`src/design/multiplier_control_reg_defs.svh`:
```
// register offsets, field positions, reset values and timing counts
`ifndef MUL_OSC_DEFS_SVH
`define MUL_OSC_DEFS_SVH
`define OFS_MUL_CTRL      12'h000
`define OFS_XOSC_CTRL     12'h004
`define OFS_IRQ_STATUS    12'h008
`define OFS_IRQ_MASK      12'h00C
`define MUL_CTRL_RESET    8'h00
`define XOSC_CTRL_RESET   8'h00
`define IRQ_MASK_RESET    2'b00
`define MUL_EN_BIT        7
`define MUL_INIT_BIT      6
`define MUL_RDY_BIT       5
`define MUL_DIV_LSB       2
`define MUL_SEL_LSB       0
`define XOSC_MODE_LSB     4
`define XOSC_FREQ_LSB     0
`define IRQ_RDY_SET_BIT   0
`define IRQ_RDY_LOST_BIT  1
`define CLK_PERIOD_NS     25
`define MUL_SETTLE_NS     5000
`define MUL_LOCK_CYCLES   16
`define MUL_PULSE_GAP     1
`endif

```
`src/design/multiplier_control_reg_pkg.sv`:
```
// types shared by the clock multiplier and oscillator control block
package mul_osc_pkg;
  typedef enum logic [2:0] {ST_OFF, ST_SETTLE, ST_WAIT_INIT, ST_LOCK,
                            ST_READY} mul_state_t;
  typedef enum logic [1:0] {SRC_EXT = 2'b00, SRC_INT_HALF = 2'b01,
                            SRC_EXT_HALF = 2'b10} mul_src_t;
  typedef enum logic [2:0] {XOSC_OFF = 3'b000, XOSC_CMOS = 3'b010,
                            XOSC_RC = 3'b100, XOSC_CAP = 3'b101,
                            XOSC_CRYSTAL = 3'b110} xosc_mode_t;
endpackage

```
`src/design/clock_multiplier_osc_ctrl.sv`:
```
// clock multiplier and external oscillator drive control, apb slave
`timescale 1ns/1ps
`include "multiplier_control_reg_defs.svh"
module clock_multiplier_osc_ctrl #(
  parameter int SETTLE_CYC = (`MUL_SETTLE_NS / `CLK_PERIOD_NS) + 1,
  parameter int LOCK_CYC   = `MUL_LOCK_CYCLES,
  parameter int PULSE_GAP  = `MUL_PULSE_GAP
) (
  // apb
  input  wire logic        pclk,
  input  wire logic        presetn,
  input  wire logic        psel,
  input  wire logic        penable,
  input  wire logic        pwrite,
  input  wire logic [11:0] paddr,
  input  wire logic [31:0] pwdata,
  output logic      [31:0] prdata,
  output logic             pready,
  output logic             pslverr,
  // oscillator pins and internal oscillator, asynchronous
  input  wire logic        crystal_input_pin,
  input  wire logic        crystal_output_pin,
  input  wire logic        int_osc_clk,
  // pin claims and oscillator settings
  output logic             claim_crystal_input_pin,
  output logic             claim_crystal_output_pin,
  output logic      [2:0]  external_osc_freq_control,
  // multiplied clock as one-cycle pulses, interrupt
  output logic             mul_clk_pulse,
  output logic             irq
);
  import mul_osc_pkg::*;
  localparam logic [7:0] CTRL_WMASK = 8'hDF;
  // group size n for the scaling factor, two pulses kept out of each group, all when n is one
  function automatic logic [2:0] scale_n(input logic [2:0] code);
    case (code)
      3'h1:    scale_n = 3'h3;
      3'h2:    scale_n = 3'h4;
      3'h3:    scale_n = 3'h5;
      3'h4:    scale_n = 3'h6;
      3'h5:    scale_n = 3'h7;
      default: scale_n = 3'h1;
    endcase
  endfunction
  logic [2:0] xin_s_r, xin_s_nxt;
  logic [2:0] xout_s_r, xout_s_nxt;
  logic [2:0] int_s_r, int_s_nxt;
  always_comb
  begin
    xin_s_nxt  = {xin_s_r[1:0], crystal_input_pin};
    xout_s_nxt = {xout_s_r[1:0], crystal_output_pin};
    int_s_nxt  = {int_s_r[1:0], int_osc_clk};
  end

  always_ff @(posedge pclk or negedge presetn)
  begin
    if (!presetn)
    begin
      xin_s_r  <= 3'h0;
      xout_s_r <= 3'h0;
      int_s_r  <= 3'h0;
    end
    else
    begin
      xin_s_r  <= xin_s_nxt;
      xout_s_r <= xout_s_nxt;
      int_s_r  <= int_s_nxt;
    end
  end
  logic [7:0]  mul_ctrl_r, mul_ctrl_nxt;
  logic [7:0]  xosc_ctrl_r, xosc_ctrl_nxt;
  logic [1:0]  irq_stat_r, irq_stat_nxt;
  logic [1:0]  irq_mask_r, irq_mask_nxt;
  logic [31:0] prdata_r, prdata_nxt;
  logic        pready_r, pready_nxt;
  logic        pslverr_r, pslverr_nxt;
  logic        irq_r, irq_nxt;
  logic        ready_r;
  logic        ready_d_r;
  logic        acc_done;
  logic        wr_ctrl;
  mul_state_t  state_r, state_nxt;
  assign acc_done = psel & penable & pready_r;
  assign wr_ctrl  = acc_done & pwrite & (paddr == `OFS_MUL_CTRL);
  always_comb
  begin
    mul_ctrl_nxt  = mul_ctrl_r;
    xosc_ctrl_nxt = xosc_ctrl_r;
    irq_mask_nxt  = irq_mask_r;
    irq_stat_nxt  = irq_stat_r;
    prdata_nxt    = prdata_r;
    pslverr_nxt   = 1'b0;
    // zero wait state: answer stands during the access cycle
    pready_nxt    = psel & ~penable;
    if (psel & ~penable)
    begin
      prdata_nxt = 32'h0000_0000;
      case (paddr)
        `OFS_MUL_CTRL:   prdata_nxt[7:0] = mul_ctrl_r;
        `OFS_XOSC_CTRL:  prdata_nxt[7:0] = xosc_ctrl_r;
        `OFS_IRQ_STATUS: prdata_nxt[1:0] = irq_stat_r;
        `OFS_IRQ_MASK:   prdata_nxt[1:0] = irq_mask_r;
        default:         pslverr_nxt     = 1'b1;
      endcase
    end
    if (acc_done & pwrite)
    begin
      case (paddr)
        // a zero write clears enable, init and fields at once
        `OFS_MUL_CTRL:  mul_ctrl_nxt  = pwdata[7:0] & CTRL_WMASK;
        `OFS_XOSC_CTRL: xosc_ctrl_nxt = pwdata[7:0];
        `OFS_IRQ_MASK:  irq_mask_nxt  = pwdata[1:0];
        default:        ;
      endcase
    end
    if (acc_done & ~pwrite & (paddr == `OFS_IRQ_STATUS))
      irq_stat_nxt = 2'b00;
    // new events win over the read clear
    if (ready_r & ~ready_d_r)
      irq_stat_nxt[`IRQ_RDY_SET_BIT] = 1'b1;
    if (~ready_r & ready_d_r)
      irq_stat_nxt[`IRQ_RDY_LOST_BIT] = 1'b1;
    // ready is a live status bit, not software storage
    mul_ctrl_nxt[`MUL_RDY_BIT] = (state_nxt == ST_READY);
    irq_nxt = |(irq_stat_nxt & irq_mask_r);
  end

  always_ff @(posedge pclk or negedge presetn)
  begin
    if (!presetn)
    begin
      mul_ctrl_r  <= `MUL_CTRL_RESET;
      xosc_ctrl_r <= `XOSC_CTRL_RESET;
      irq_mask_r  <= `IRQ_MASK_RESET;
      irq_stat_r  <= 2'b00;
      prdata_r    <= 32'h0000_0000;
      pready_r    <= 1'b0;
      pslverr_r   <= 1'b0;
      irq_r       <= 1'b0;
    end
    else
    begin
      mul_ctrl_r  <= mul_ctrl_nxt;
      xosc_ctrl_r <= xosc_ctrl_nxt;
      irq_mask_r  <= irq_mask_nxt;
      irq_stat_r  <= irq_stat_nxt;
      prdata_r    <= prdata_nxt;
      pready_r    <= pready_nxt;
      pslverr_r   <= pslverr_nxt;
      irq_r       <= irq_nxt;
    end
  end
  logic [15:0] wait_cnt_r, wait_cnt_nxt;
  logic        mul_en;
  logic        mul_init;
  assign mul_en   = mul_ctrl_r[`MUL_EN_BIT];
  assign mul_init = mul_ctrl_r[`MUL_INIT_BIT];
  always_comb
  begin
    state_nxt    = state_r;
    wait_cnt_nxt = wait_cnt_r;
    case (state_r)
      ST_OFF:
        if (mul_en)
        begin
          state_nxt    = ST_SETTLE;
          wait_cnt_nxt = 16'(SETTLE_CYC - 1);
        end
      // an early init is held until the settle time has run out
      ST_SETTLE:
        if (wait_cnt_r == 16'h0000)
          state_nxt = ST_WAIT_INIT;
        else
          wait_cnt_nxt = wait_cnt_r - 16'h0001;
      ST_WAIT_INIT:
        if (mul_init)
        begin
          state_nxt    = ST_LOCK;
          wait_cnt_nxt = 16'(LOCK_CYC - 1);
        end
      ST_LOCK:
        if (wait_cnt_r == 16'h0000)
          state_nxt = ST_READY;
        else
          wait_cnt_nxt = wait_cnt_r - 16'h0001;
      ST_READY:
        state_nxt = ST_READY;
      default:
        state_nxt = ST_OFF;
    endcase
    // an all-zero control write or a dropped enable restarts
    if (!mul_en || (wr_ctrl && pwdata[7:0] == 8'h00))
      state_nxt = ST_OFF;
  end

  always_ff @(posedge pclk or negedge presetn)
  begin
    if (!presetn)
    begin
      state_r    <= ST_OFF;
      wait_cnt_r <= 16'h0000;
      ready_r    <= 1'b0;
      ready_d_r  <= 1'b0;
    end
    else
    begin
      state_r    <= state_nxt;
      wait_cnt_r <= wait_cnt_nxt;
      ready_r    <= (state_nxt == ST_READY);
      ready_d_r  <= ready_r;
    end
  end
  xosc_mode_t xosc_mode;
  logic       ext_edge;
  logic       int_edge;
  logic       src_edge;
  logic       half_r, half_nxt;
  assign xosc_mode = xosc_mode_t'(xosc_ctrl_r[`XOSC_MODE_LSB +: 3]);
  // crystal mode senses the input pin, the other enabled modes the output pin, off senses none
  assign ext_edge = (xosc_mode == XOSC_CRYSTAL) ? (xin_s_r[1] & ~xin_s_r[2])
                  : (xosc_mode != XOSC_OFF) ? (xout_s_r[1] & ~xout_s_r[2])
                  : 1'b0;
  assign int_edge = int_s_r[1] & ~int_s_r[2];

  // halving keeps every second edge of the chosen oscillator
  always_comb
  begin
    half_nxt = half_r;
    src_edge = 1'b0;
    case (mul_src_t'(mul_ctrl_r[`MUL_SEL_LSB +: 2]))
      SRC_EXT:      src_edge = ext_edge;
      SRC_INT_HALF:
        if (int_edge)
        begin
          half_nxt = ~half_r;
          src_edge = half_r;
        end
      SRC_EXT_HALF:
        if (ext_edge)
        begin
          half_nxt = ~half_r;
          src_edge = half_r;
        end
      default:      src_edge = 1'b0;
    endcase
    if (!mul_en)
      half_nxt = 1'b0;
  end
  logic [2:0]  burst_r, burst_nxt;
  logic [7:0]  gap_r, gap_nxt;
  logic [2:0]  keep_r, keep_nxt;
  logic        pulse_nxt;
  logic        raw_pulse;
  logic [2:0]  div_n;
  assign div_n = scale_n(mul_ctrl_r[`MUL_DIV_LSB +: 3]);
  always_comb
  begin
    burst_nxt = burst_r;
    gap_nxt   = gap_r;
    keep_nxt  = keep_r;
    raw_pulse = 1'b0;
    pulse_nxt = 1'b0;
    // four pulses per input edge, then idle till the next edge
    if (burst_r != 3'h0)
    begin
      if (gap_r == 8'h00)
      begin
        raw_pulse = 1'b1;
        burst_nxt = burst_r - 3'h1;
        gap_nxt   = 8'(PULSE_GAP);
      end
      else
        gap_nxt = gap_r - 8'h01;
    end
    // a fast input restarts the burst, never two pulses back to back
    if (src_edge && ready_r)
    begin
      burst_nxt = 3'h4;
      gap_nxt   = raw_pulse ? 8'(PULSE_GAP) : 8'h00;
    end
    // pass two of every n pulses, or all when n is one
    if (raw_pulse)
    begin
      pulse_nxt = (div_n == 3'h1) || (keep_r < 3'h2);
      keep_nxt  = (keep_r + 3'h1 >= div_n) ? 3'h0 : keep_r + 3'h1;
    end
    if (!ready_r)
    begin
      burst_nxt = 3'h0;
      keep_nxt  = 3'h0;
      pulse_nxt = 1'b0;
    end
  end

  always_ff @(posedge pclk or negedge presetn)
  begin
    if (!presetn)
    begin
      half_r                    <= 1'b0;
      burst_r                   <= 3'h0;
      gap_r                     <= 8'h00;
      keep_r                    <= 3'h0;
      mul_clk_pulse             <= 1'b0;
      claim_crystal_input_pin   <= 1'b0;
      claim_crystal_output_pin  <= 1'b0;
      external_osc_freq_control <= 3'h0;
    end
    else
    begin
      half_r                    <= half_nxt;
      burst_r                   <= burst_nxt;
      gap_r                     <= gap_nxt;
      keep_r                    <= keep_nxt;
      mul_clk_pulse             <= pulse_nxt;
      claim_crystal_input_pin   <= (xosc_mode == XOSC_CRYSTAL);
      claim_crystal_output_pin  <= (xosc_mode != XOSC_OFF);
      external_osc_freq_control <= xosc_ctrl_r[`XOSC_FREQ_LSB +: 3];
    end
  end
  assign prdata  = prdata_r;
  assign pready  = pready_r;
  assign pslverr = pslverr_r;
  assign irq     = irq_r;
endmodule

```
`config.mk`:
```
export PLATFORM = sky130hd
export DESIGN_NAME = clock_multiplier_osc_ctrl
export DESIGN_NICKNAME = d
export VERILOG_FILES = /design/src/design/multiplier_control_reg_pkg.sv /design/src/design/clock_multiplier_osc_ctrl.sv
export VERILOG_INCLUDE_DIRS = /design/src /design/src/design
export SDC_FILE = /design/constraint.sdc
export NUM_CORES = 1
export LEC_CHECK = 0
export ABC_AREA = 1
export BUFFER_PORTS_ARGS = -buffer_cell sky130_fd_sc_hd__buf_2
export CAP_MARGIN = 0
export CORE_ASPECT_RATIO = 0.9
export CORE_MARGIN = 2
export CORE_UTILIZATION = 55
export DETAILED_ROUTE_END_ITERATION = 6
export GPL_ROUTABILITY_DRIVEN = 1
export PLACE_DENSITY_LB_ADDON = 0.3
export REMOVE_ABC_BUFFERS = 1
export SYNTH_ARGS = -nofsm -noshare
export SYNTH_HDL_FRONTEND = slang
export SYNTH_SLANG_ARGS = --single-unit
export TNS_END_PERCENT = 30
```
`constraint.sdc`:
```
create_clock -name pclk -period 2 [get_ports pclk]
set_input_delay 0.2 -clock pclk [delete_from_list [all_inputs] [get_ports pclk]]
set_output_delay 0.2 -clock pclk [all_outputs]
set_load 0.02 [all_outputs]
```
==> Word-level counts from Yosys, hierarchy flattened <==
Cells that the tools add are included.
{ "op_classes": {"add_sub_neg": 4, "magnitude_cmp": 2, "eq_ne": 26, "muxes": 42, "n_bitwise": 21, "reduce_logical": 24} }
{ "op_table": {"columns": ["cell", "n"], "rows": [
  ["$mux 16", 3],
  ["$pmux 16 s3", 1],
  ["$mux 3", 12],
  ["$pmux 3 s5", 2],
  ["$eq 12x4->1 const B", 2],
  ["$mux 8", 3],
  ["$logic_not 16->1", 1],
  ["$logic_not 8->1", 2],
  ["$mux 1", 16],
  ["$sub 16x1->16 const B", 1],
  ["$eq 3x3->1 const B", 5],
  ["$and 1x1->1", 12],
  ["$eq 12x3->1 const B", 1],
  ["$eq 3x2->1 const B", 4],
  ["$logic_not 12->1", 1],
  ["$pmux 6 s2", 1],
  ["$eq 3x1->1 const B", 3],
  ["$ne 3x1->1 const B", 3],
  ["$reduce_bool 3->1", 3],
  ["$not 1->1", 8],
  ["$pmux 2 s4", 1],
  ["$reduce_and 2->1", 4],
  ["$sub 8x1->8 const B", 1],
  ["$ne 2x2->1 const B", 3],
  ["22 further kinds", 26]
]} }
{ "totals": {"regBits": 81, "inputBits": 52, "out_inout_bits": 41, "elab_cells": 142} }

==> Logic depth before layout (Yosys ltp) <==
Gate-level depths: netlist of the first run.
{ "logic_depth": {"depth_word": 9, "mapped_depth": 11} }

==> Worst setup path after synthesis of the first run <==
Ideal clock, no wire load.
{ "synth_timing": {"path_type": "register -> register", "from": "reg keep_r[0]", "to": "reg keep_r[0]", "t_arrival_ns": 1.549, "slack_ns": 0.377, "stages_incl_launch_ff": 9, "n_path_buf": 0, "synth_period_minus_slack_ns": 1.623, "path_cell_list": "dfrtp_1 > ha_1 > xor2_1 > ha_1 > a21oi_1 > o211ai_1 > nor2_4 > nand2_1 > o21ai_2"} }
{ "synth_between": {"elab_chain_len": 5} }
{ "synth_rtl": {"columns": ["item", "line", "source"], "rows": [
  ["start, declared", "clock_multiplier_osc_ctrl.sv:251", "logic [2:0] keep_r, keep_nxt;"],
  ["start signal, assigned", "clock_multiplier_osc_ctrl.sv:313", "keep_r <= keep_nxt;"],
  ["$add 3x1->3 (*)", "clock_multiplier_osc_ctrl.sv:285", "keep_nxt = (keep_r + 3'h1 >= div_n) ? 3'h0 : keep_r + 3'h1;"],
  ["$ge 3x3->1", "clock_multiplier_osc_ctrl.sv:285", null],
  ["$mux 3 (*)", "clock_multiplier_osc_ctrl.sv:285", null],
  ["$mux 3 (*)", "clock_multiplier_osc_ctrl.sv:282", "if (raw_pulse)"],
  ["$mux 3 (*)", "clock_multiplier_osc_ctrl.sv:287", "if (!ready_r)"]
]} }
Every way passes the cells marked *; elsewhere a longest branch is shown, timed or not. The select of a mux whose other input is x is not followed.
A chain may end at the register's enable or synchronous reset.

==> Worst setup path after layout of the first run <==
{ "layout_timing": {"from": "reg wait_cnt_r[0]", "to": "reg wait_cnt_r[8]"} }
{ "layout_between": {"elab_chain_len": 3, "word_cells_on_any_way": 6, "cone_classes": "add/sub: 1; eq/ne: 1; mux: 2; reduce/logical: 2"} }
{ "layout_rtl": {"columns": ["item", "line", "source"], "rows": [
  ["start, declared", "clock_multiplier_osc_ctrl.sv:153", "logic [15:0] wait_cnt_r, wait_cnt_nxt;"],
  ["start signal, assigned", "clock_multiplier_osc_ctrl.sv:208", "wait_cnt_r <= wait_cnt_nxt;"],
  ["$sub 16x1->16 / $logic_not 16->1 (equally long branches)", null, null],
  ["$mux 16 / $ne 2x2->1 (equally long branches)", null, null],
  ["$pmux 16 s3 / $reduce_and 4->1 (equally long branches)", null, null]
]} }
Parallel ways exist; a longest one is shown, timed or not. The select of a mux whose other input is x is not followed.

==> flow_summary.toml, run 1 <==
[timing]
drv_slew = 0
max_slew_margin_pct = 61.8
finalWorstSetupSlack_ns = 0.231
holdWs_ns = 0.127
timing.fmax_mhz = 565
tns_ns = 0
finClkSkew_ns = 0.0139
final.period_utilization_pct = 88.5
period_needed_ns = 1.77
hold_violations = 0
grt_setup_unrepaired = "false"
setup_viol = 0
worst-slew-pin-transition_ns = 0.571

[detailed_routing]
drc = 0
first_pass_iters = 5
wire_per_inst_um = 12.5
wirelength_mm = 9.24
avgViaCountPerCell = 5.22
drtIter0Drc = 190
postRouteAntennaNets = 0
vias = 3845

[critical_path]
worstSetupPathType = "reg -> reg"
arrival_ns = 2.06
critPathRequiredTime_ns = 2.29
crit_path_end_kind = "flop"
critical_path.startpoint = "wait_cnt_r[0]"
crit_fanout = 6
crit-reg2reg-launch = "wait_cnt_r[0]"
crit_path_start_kind = "flop"

[placed_design]
hpwl_mm = 6.99
gp_congestion = 0.847
portBuffers = 44
pre_cts_ws_ns = 0.280
place_inst = 717

[synthesis]
synth-warning-count = 0
ys_types = 37
syn_area_um2 = 4610
async_reset_ff_share_pct = 100
ys_seq_area_share_pct = 44.0
syn_avg_cell_area_um2 = 7.98
synth.ff_latch_count = 81
synth_edf_count = 0
synthFlopType = "dfrtp_1"
synthCells = 578
synth_area_leaders = "dfrtp_1 44%, nand2_1 11%, inv_1 6.2%"
netlist.area_leader.share_pct = 44.0
yosysTopAreaCell = "dfrtp_1"

[power_and_ir_drop]
switching_power_uw = 804
seqPwrFrac_pct = 51.5
pwr-share-comb_pct = 6.3
p_sw_share_pct = 24.8
leakage_uw = 0.00275
clockPowerShare_pct = 42.2
p_per_area_nw_per_um2 = 633
peakVddDrop_mv = 0.496
p_int_uw = 2430
power_uw = 3240

[clock_network]
cts_tree = "built"
insertion_delay_ns = 0.36
cts_hold_buffers = 4
cts_resized = 0
cts_sinks = 81
postCtsSetupRepairBufs = 0
cts_buffers = 9
clockRootBuffer = "clkbuf_8"
clk_pin_slew_ns = 0.09
clock_path_buffers = 2
htree_num_levels = 3

[global_routing]
grt_util_all_layers_pct = 21.8
grt_pass1_wl_mm = 16.1
grt-ovfl-total = 0
grt_pass1_vias = 3793
grt_max_degree = 44
antenna_found_initial = 0

[floorplanning]
core_area_um2 = 8110
start_util_pct = 56.9
core.rowCount = 31
die_h_um = 90.9
die_area_um2 = 9130
dieWidth_um = 101
io_pins = 93

[cells_and_area]
finalNetCount = 699
drive_above_1_share_pct = 17.7
insertedDiodeCount = 0
syn2layout_area_growth_pct = 10.8
final_common_cell = "nand2_1"
layout_common_cells = "138 x nand2_1, 81 x dfrtp_1, 76 x inv_1"
final_cells = 737

[run_status]
status = "complete, no violations"

[worst_hold_path]
min_path_type = "in -> reg"
worstHoldStart = "pwdata[5]"

[run]
maxCapViolations = 0
## layout make-up
type	instances	area [um2]
multi-input combinational	406	2100
tap	99	124
inverter	79	297
clock buffer	9	124
fill	700	3000
sequential	81	2030
clock inverter	7	101
timing repair buffer	56	335
## per-stage QoR
stage | cell area [um2] | utilization [%]
6_report | 5110 | 63.0
3_3_place_gp | 4850 | 59.8
2_1_floorplan | 4430 | -
3_5_place_dp | 4850 | 59.8
4_1_cts | 5110 | 63.0
5_1_grt | 5110 | 63.0
## kinds of logic (layout without fill, tap and decap cells)
family | after synthesis | count (layout) | synth area share (%)
compound gates | 68 | 68 | 9.17
fa+ha+maj | 14 | 14 | 3.80
simple gates | 291 | 291 | 29.0
buf+inv | 114 | 151 | 12.3
other cells | 1 | 24 | 0.0813
xor+xnor | 9 | 9 | 1.71
flops | 81 | 81 | 43.9
## state kept, by name (all words and copies together) (netlist names)
signal and cells:
external_osc_freq_control 3, xout_s_r 3, mul_ctrl_r 8, irq 1, mul_clk_pulse 1, xosc_ctrl_r 8
ready_d_r 1, prdata 8, irq_mask_r 2, xin_s_r 3, keep_r 3, int_s_r 3
claim_crystal_input_pin 1, burst_r 3, wait_cnt_r 16, half_r 1, pslverr 1, state_r 3
pready 1, irq_stat_r 2, gap_r 8, claim_crystal_output_pin 1
## power by group through the flow
stage / Sequential [uW] / Clock [uW] / Combinational, uW
2_1_floorplan: 1710 / 0 / 88.4
3_3_place_gp: 1700 / 0 / 195
3_5_place_dp: 1700 / 0 / 198
4_1_cts: 1670 / 1400 / 205
5_1_grt: 1670 / 1460 / 229
6_report: 1670 / 1370 / 203
## routing by layer
| layer | vias up | global-route usage (%) | wire length [um] |
|---|---|---|---|
| met1 | 1806 | 28.5 | 4170 |
| met4 | 0 | 8.45 | 153 |
| li1 | 1904 | - | - |
| met3 | 17 | 4.26 | 509 |
| met2 | 118 | 35.5 | 4410 |
| met5 | - | 0 | 0 |
## path summary, 6_finish.rpt
| check | to | slack [ns] | cells past startpoint |
|---|---|---|---|
| worst min register to register | xin_s_r[1] | 0.36 | 0 |
| worst min-delay path | xosc_ctrl_r[5] | 0.13 | 3 |
| worst max-delay path | wait_cnt_r[8] | 0.23 | 9 |
| max in group asynchronous | wait_cnt_r[8] | 1.07 | 3 |
| min in group asynchronous | state_r[0] | 0.36 | 2 |
| worst max register to register | wait_cnt_r[8] | 0.23 | 9 |
## cells in the mapped netlist, drive strengths merged (2+ instances only)
library cell,instances
nand2,146
dfrtp,81
inv,78
nor2,64
nand3,57
o21ai,50
buf,34
ha,14
nand4,12
a21oi,8
xor2,7
nor3,5
a31oi,4
a21o,3
nand3b,3
o211ai,2
xnor2,2
## worst max-delay path: stages (launching register included)
cell and delay, ns:
dfrtp_1 0.42, inv_1 0.18, ha_1 0.26, inv_1 0.10
nor2_2 0.24, inv_1 0.07, nor2_1 0.12, xor2_1 0.16
nand3_1 0.09, nand2_1 0.08
No activity file was read; power rests on OpenSTA's default activity.
==> inputs of run 2 (changes only) <==
Settings changed: CORE_UTILIZATION 55 to 50.
==> run 2 against run 1 <==
Net effect: combinational power hardly changed; routed wire length rose by 2.0%; register-to-register slack got worse by 0.07 ns; die area rose by 9.6%; hold slack got worse by 0.0098 ns.
==> flow_summary.toml, run 2 (synthesized netlist as in run 1, its figures left out) <==
[run_status]
status = "complete, no violations"

[floorplanning]
die_area_um2 = 10000
dieWidth_um = 105
core_area_um2 = 9040
core.rowCount = 33
io_pins = 93
die_h_um = 95.1
start_util_pct = 51.0

[critical_path]
crit_path_start_kind = "flop"
crit_path_max_incr_delay_ns = 0.42
worstSetupPathType = "reg -> reg"
arrival_ns = 2.12
critPathSlowestCell = "dfrtp_1"
path_cells = "ha_1 > xor2_1 > ha_1 > a21oi_1 > o211ai_1 > nor2_4 > nand2_1 > o21ai_2"
crit_fanout = 3
cp_common_cell = "ha_1"
crit_path_end_kind = "flop"
critPathRequiredTime_ns = 2.29

[power_and_ir_drop]
p_sw_share_pct = 22.5
power_uw = 3460
clockPowerShare_pct = 45.9
pwr-share-comb_pct = 5.8
leakage_uw = 0.00277
switching_power_uw = 776
p_int_uw = 2680
p_per_area_nw_per_um2 = 668
peakVddDrop_mv = 0.456
seqPwrFrac_pct = 48.2

[detailed_routing]
wire_per_inst_um = 12.4
vias = 3760
avgViaCountPerCell = 4.95
drtIter0Drc = 192
drc = 0
first_pass_iters = 5
postRouteAntennaNets = 0
wirelength_mm = 9.43

[clock_network]
cts_tree = "built"
htree_num_levels = 3
cts_sinks = 81
clock_path_buffers = 2
cts_buffers = 9
clk_pin_slew_ns = 0.09
insertion_delay_ns = 0.36
clockRootBuffer = "clkbuf_8"

[timing]
grt_setup_unrepaired = "false"
final.period_utilization_pct = 91.8
period_needed_ns = 1.84
tns_ns = 0
setup_viol = 0
drv_slew = 0
worst-slew-pin-transition_ns = 0.569
hold_violations = 0
finClkSkew_ns = 0.00905
holdWs_ns = 0.118
timing.fmax_mhz = 545
finalWorstSetupSlack_ns = 0.164
max_slew_margin_pct = 61.9

[placed_design]
gp_congestion = 0.910
portBuffers = 44
pre_cts_ws_ns = 0.193
hpwl_mm = 7.00

[cells_and_area]
drive_above_1_share_pct = 17.4
seq_area_um2 = 2030
largest_reg_flops = 16
finalNetCount = 698
n_fill_cell = 806
final_common_cell = "nand2_1"
syn2layout_area_growth_pct = 12.2
multi_input_area_um2 = 2100
layout_common_cells = "138 x nand2_1, 81 x dfrtp_1, 76 x inv_1"
insertedDiodeCount = 0
regMostFlops = "wait_cnt_r"

[global_routing]
grt-ovfl-total = 0
grt_pass1_vias = 3713
grt_max_degree = 60
grt_pass1_wl_mm = 16.8
grt_util_all_layers_pct = 20.9
antenna_found_initial = 0

[worst_hold_path]
min_path_type = "in -> reg"

[run]
maxCapViolations = 0
[run 2: per-stage QoR]
step                      instances  cell area [um2]  util (%)
after global routing            759             5170      57.2
final                           759             5170      57.2
after CTS                       759             5170      57.2
after floorplan                 566             4430         -
after global placement          739             4870      53.8
after detailed placement        739             4870      53.8
[run 2: final cells by class]
| type | count | share of cell area, % |
|---|---|---|
| Tap cell | 122 | 2.95 |
| Timing Repair Buffer | 55 | 6.34 |
| Multi-Input combinational cell | 406 | 40.7 |
| Clock buffer | 10 | 2.47 |
| Sequential cell | 81 | 39.2 |
| Clock inverter | 6 | 2.68 |
| Inverter | 79 | 5.73 |
[run 2: per-layer routing]
metal / track usage (%) / share of wire (%) / up-vias
li1: - / - / 1896
met1: 26.4 / 46 / 1769
met2: 36.7 / 49 / 82
met3: 4.44 / 3.8 / 13
met4: 5.56 / 1.2 / 0
met5: 0 / 0 / -
[run 2: power groups by stage]
| stage | Combinational [uW] | Sequential (uW) | Clock, uW |
|---|---|---|---|
| after floorplan | 88.4 | 1710 | 0 |
| after global placement | 194 | 1700 | 0 |
| after detailed placement | 197 | 1700 | 0 |
| after CTS | 204 | 1670 | 1630 |
| after global routing | 228 | 1670 | 1680 |
| final | 202 | 1670 | 1590 |
[run 2: critical path, delay by kind of cell (launching register included)]
kind	cells	cell delay, ns
compound gates	3	0.40
xor+xnor	1	0.16
fa+ha+maj	2	0.57
flops	1	0.42
simple gates	2	0.22
[run 2: worst paths after layout]
path	startpoint	to	slack [ns]	cells past startpoint
worst max-delay path	keep_r[0]	keep_r[0]	0.16	8
worst min-delay path	pwdata[5]	xosc_ctrl_r[5]	0.12	3
worst max register to register	keep_r[0]	keep_r[0]	0.16	8
worst min register to register	xout_s_r[0]	xout_s_r[1]	0.35	0
max in group asynchronous	presetn	gap_r[7]	1.11	3
min in group asynchronous	presetn	xout_s_r[0]	0.28	2
[run 2: what timing repair did]
action | in CTS | in global routing
setup buffers | 0 | 0
gates resized for setup | 0 | 0
hold endpoints to repair | 25 | 0
hold buffers | 4 | 0
setup endpoints to repair | 0 | 0
==> inputs of run 3 (changes only) <==
Settings changed: REMOVE_ABC_BUFFERS 1 to not set.
==> run 3 against run 2 <==
Net effect: fmax is 4.9% higher; critical path depth is 1 higher; combinational power hardly changed; design area is 1.4% lower; highest routed layer unchanged; largest cell class unchanged.
==> flow_summary.toml, run 3 (synthesized netlist as in run 1, its figures left out) <==
[clock_network]
insertion_delay_ns = 0.36
cts_sinks = 81
clk_pin_slew_ns = 0.08
htree_num_levels = 3
cts_buffers = 9
postCtsSetupRepairBufs = 0
cts_tree = "built"
clockRootBuffer = "clkbuf_8"
clock_path_buffers = 2

[critical_path]
crit_path_end_kind = "flop"
critPathRequiredTime_ns = 2.29
worstSetupPathType = "reg -> reg"
arrival_ns = 2.04
crit_path_start_kind = "flop"
crit_fanout = 6

[detailed_routing]
drc = 0
met2_length_mm = 3.92
wl_met1_mm = 4.23
wire_per_inst_um = 11.4
postRouteAntennaNets = 0
avgViaCountPerCell = 4.86
wirelength_mm = 8.63
first_pass_iters = 4
drtIter0Drc = 138
vias = 3681
met3_wirelength_um = 397
top_layer = "met4"

[cells_and_area]
final_cells = 758
final_common_cell = "nand2_1"
regMostFlops = "wait_cnt_r"
syn2layout_area_growth_pct = 10.7
layout_common_cells = "138 x nand2_1, 81 x dfrtp_1, 76 x inv_1"
stdcell_area_um2 = 5100
finalNetCount = 697
insertedDiodeCount = 0
largest_reg_flops = 16
drive_above_1_share_pct = 17.5

[floorplanning]
core_area_um2 = 9040
die_h_um = 95.1
die_area_um2 = 10000
dieWidth_um = 105
io_pins = 93
core.rowCount = 33
start_util_pct = 51.0

[global_routing]
antenna_found_initial = 0
grt_util_all_layers_pct = 18.9
grt-ovfl-total = 0
grt_pass1_vias = 3424
grt_max_degree = 35
grt_pass1_wl_mm = 15.2

[placed_design]
portBuffers = 44
pre_cts_ws_ns = 0.285
gp_congestion = 0.942
hpwl_mm = 6.52
placedInstanceArea_um2 = 4860
place_inst = 738

[timing]
setup_viol = 0
period_needed_ns = 1.75
drv_slew = 0
timing.fmax_mhz = 571
finalWorstSetupSlack_ns = 0.250
final.period_utilization_pct = 87.5
tns_ns = 0
hold_violations = 0
grt_setup_unrepaired = "false"
finClkSkew_ns = 0.00806

[worst_hold_path]
min_path_type = "in -> reg"

[power_and_ir_drop]
seqPwrFrac_pct = 54.0
peakVddDrop_mv = 0.380
clockPowerShare_pct = 39.6
switching_power_uw = 760
leakage_uw = 0.00273
p_per_area_nw_per_um2 = 605
pwr-share-comb_pct = 6.5
p_sw_share_pct = 24.6
p_int_uw = 2330

[run_status]
status = "complete, no violations"

[run]
maxCapViolations = 0
run 3: changes by cell type in the layout (fill, tap and decap cells not counted):
cell,previous run,this run
bufinv_16,4,1
clkinvlp_4,1,3
buf_4,7,6
clkbuf_1,1,0
clkbuf_8,9,10
clkinv_2,0,1
inv_6,0,1
inv_8,1,0
run 3: per-layer routing:
layer	up-vias	GRT usage [%]
li1	1905	-
met1	1692	24.5
met2	74	31.7
met3	10	4.44
met4	0	5.78
met5	-	0
run 3: through the flow:
stage                     utilization, %  hold slack, ns  total power (uW)
final                               56.4           0.117              3090
after floorplan                        -         -0.0956              1840
after global placement              53.7           0.172              1890
after CTS                           56.4           0.110              3130
after global routing                56.4           0.108              3230
after detailed placement            53.7           0.171              1900
run 3: path summary, 6_finish.rpt:
path,from,cells after the start,to,slack [ns]
max reg2reg,wait_cnt_r[0],9,wait_cnt_r[8],0.25
min in group asynchronous,presetn,2,xout_s_r[0],0.33
max in group asynchronous,presetn,3,xosc_ctrl_r[0],1.06
min,pwdata[5],3,xosc_ctrl_r[5],0.12
max,wait_cnt_r[0],9,wait_cnt_r[8],0.25
min reg2reg,xin_s_r[0],0,xin_s_r[1],0.36
run 3: power groups by stage:
| stage | Combinational, uW | Clock [uW] | Sequential [uW] |
|---|---|---|---|
| 6_report | 200 | 1220 | 1670 |
| 2_1_floorplan | 127 | 0 | 1710 |
| 4_1_cts | 203 | 1260 | 1670 |
| 5_1_grt | 224 | 1340 | 1670 |
| 3_5_place_dp | 196 | 0 | 1700 |
| 3_3_place_gp | 194 | 0 | 1700 |
run 3: area by class of cell:
type | instances | area, um2
Tap cell | 122 | 153
Clock buffer | 10 | 138
Clock inverter | 6 | 66.3
Fill cell | 795 | 3940
Sequential cell | 81 | 2030
Inverter | 79 | 297
Multi-Input combinational cell | 406 | 2100
Timing Repair Buffer | 54 | 320
run 3: repair_timing:
action,in CTS,in global routing
hold endpoints to repair,35,0
hold buffers,4,0
resized for setup,0,0
run 3: worst max-delay path: stages (launching register included):
cell,delay (ns)
dfrtp_1,0.40
inv_1,0.18
ha_1,0.27
inv_1,0.10
nor2_2,0.23
inv_1,0.06
nor2_1,0.12
xor2_1,0.16
nand3_1,0.09
nand2_1,0.08
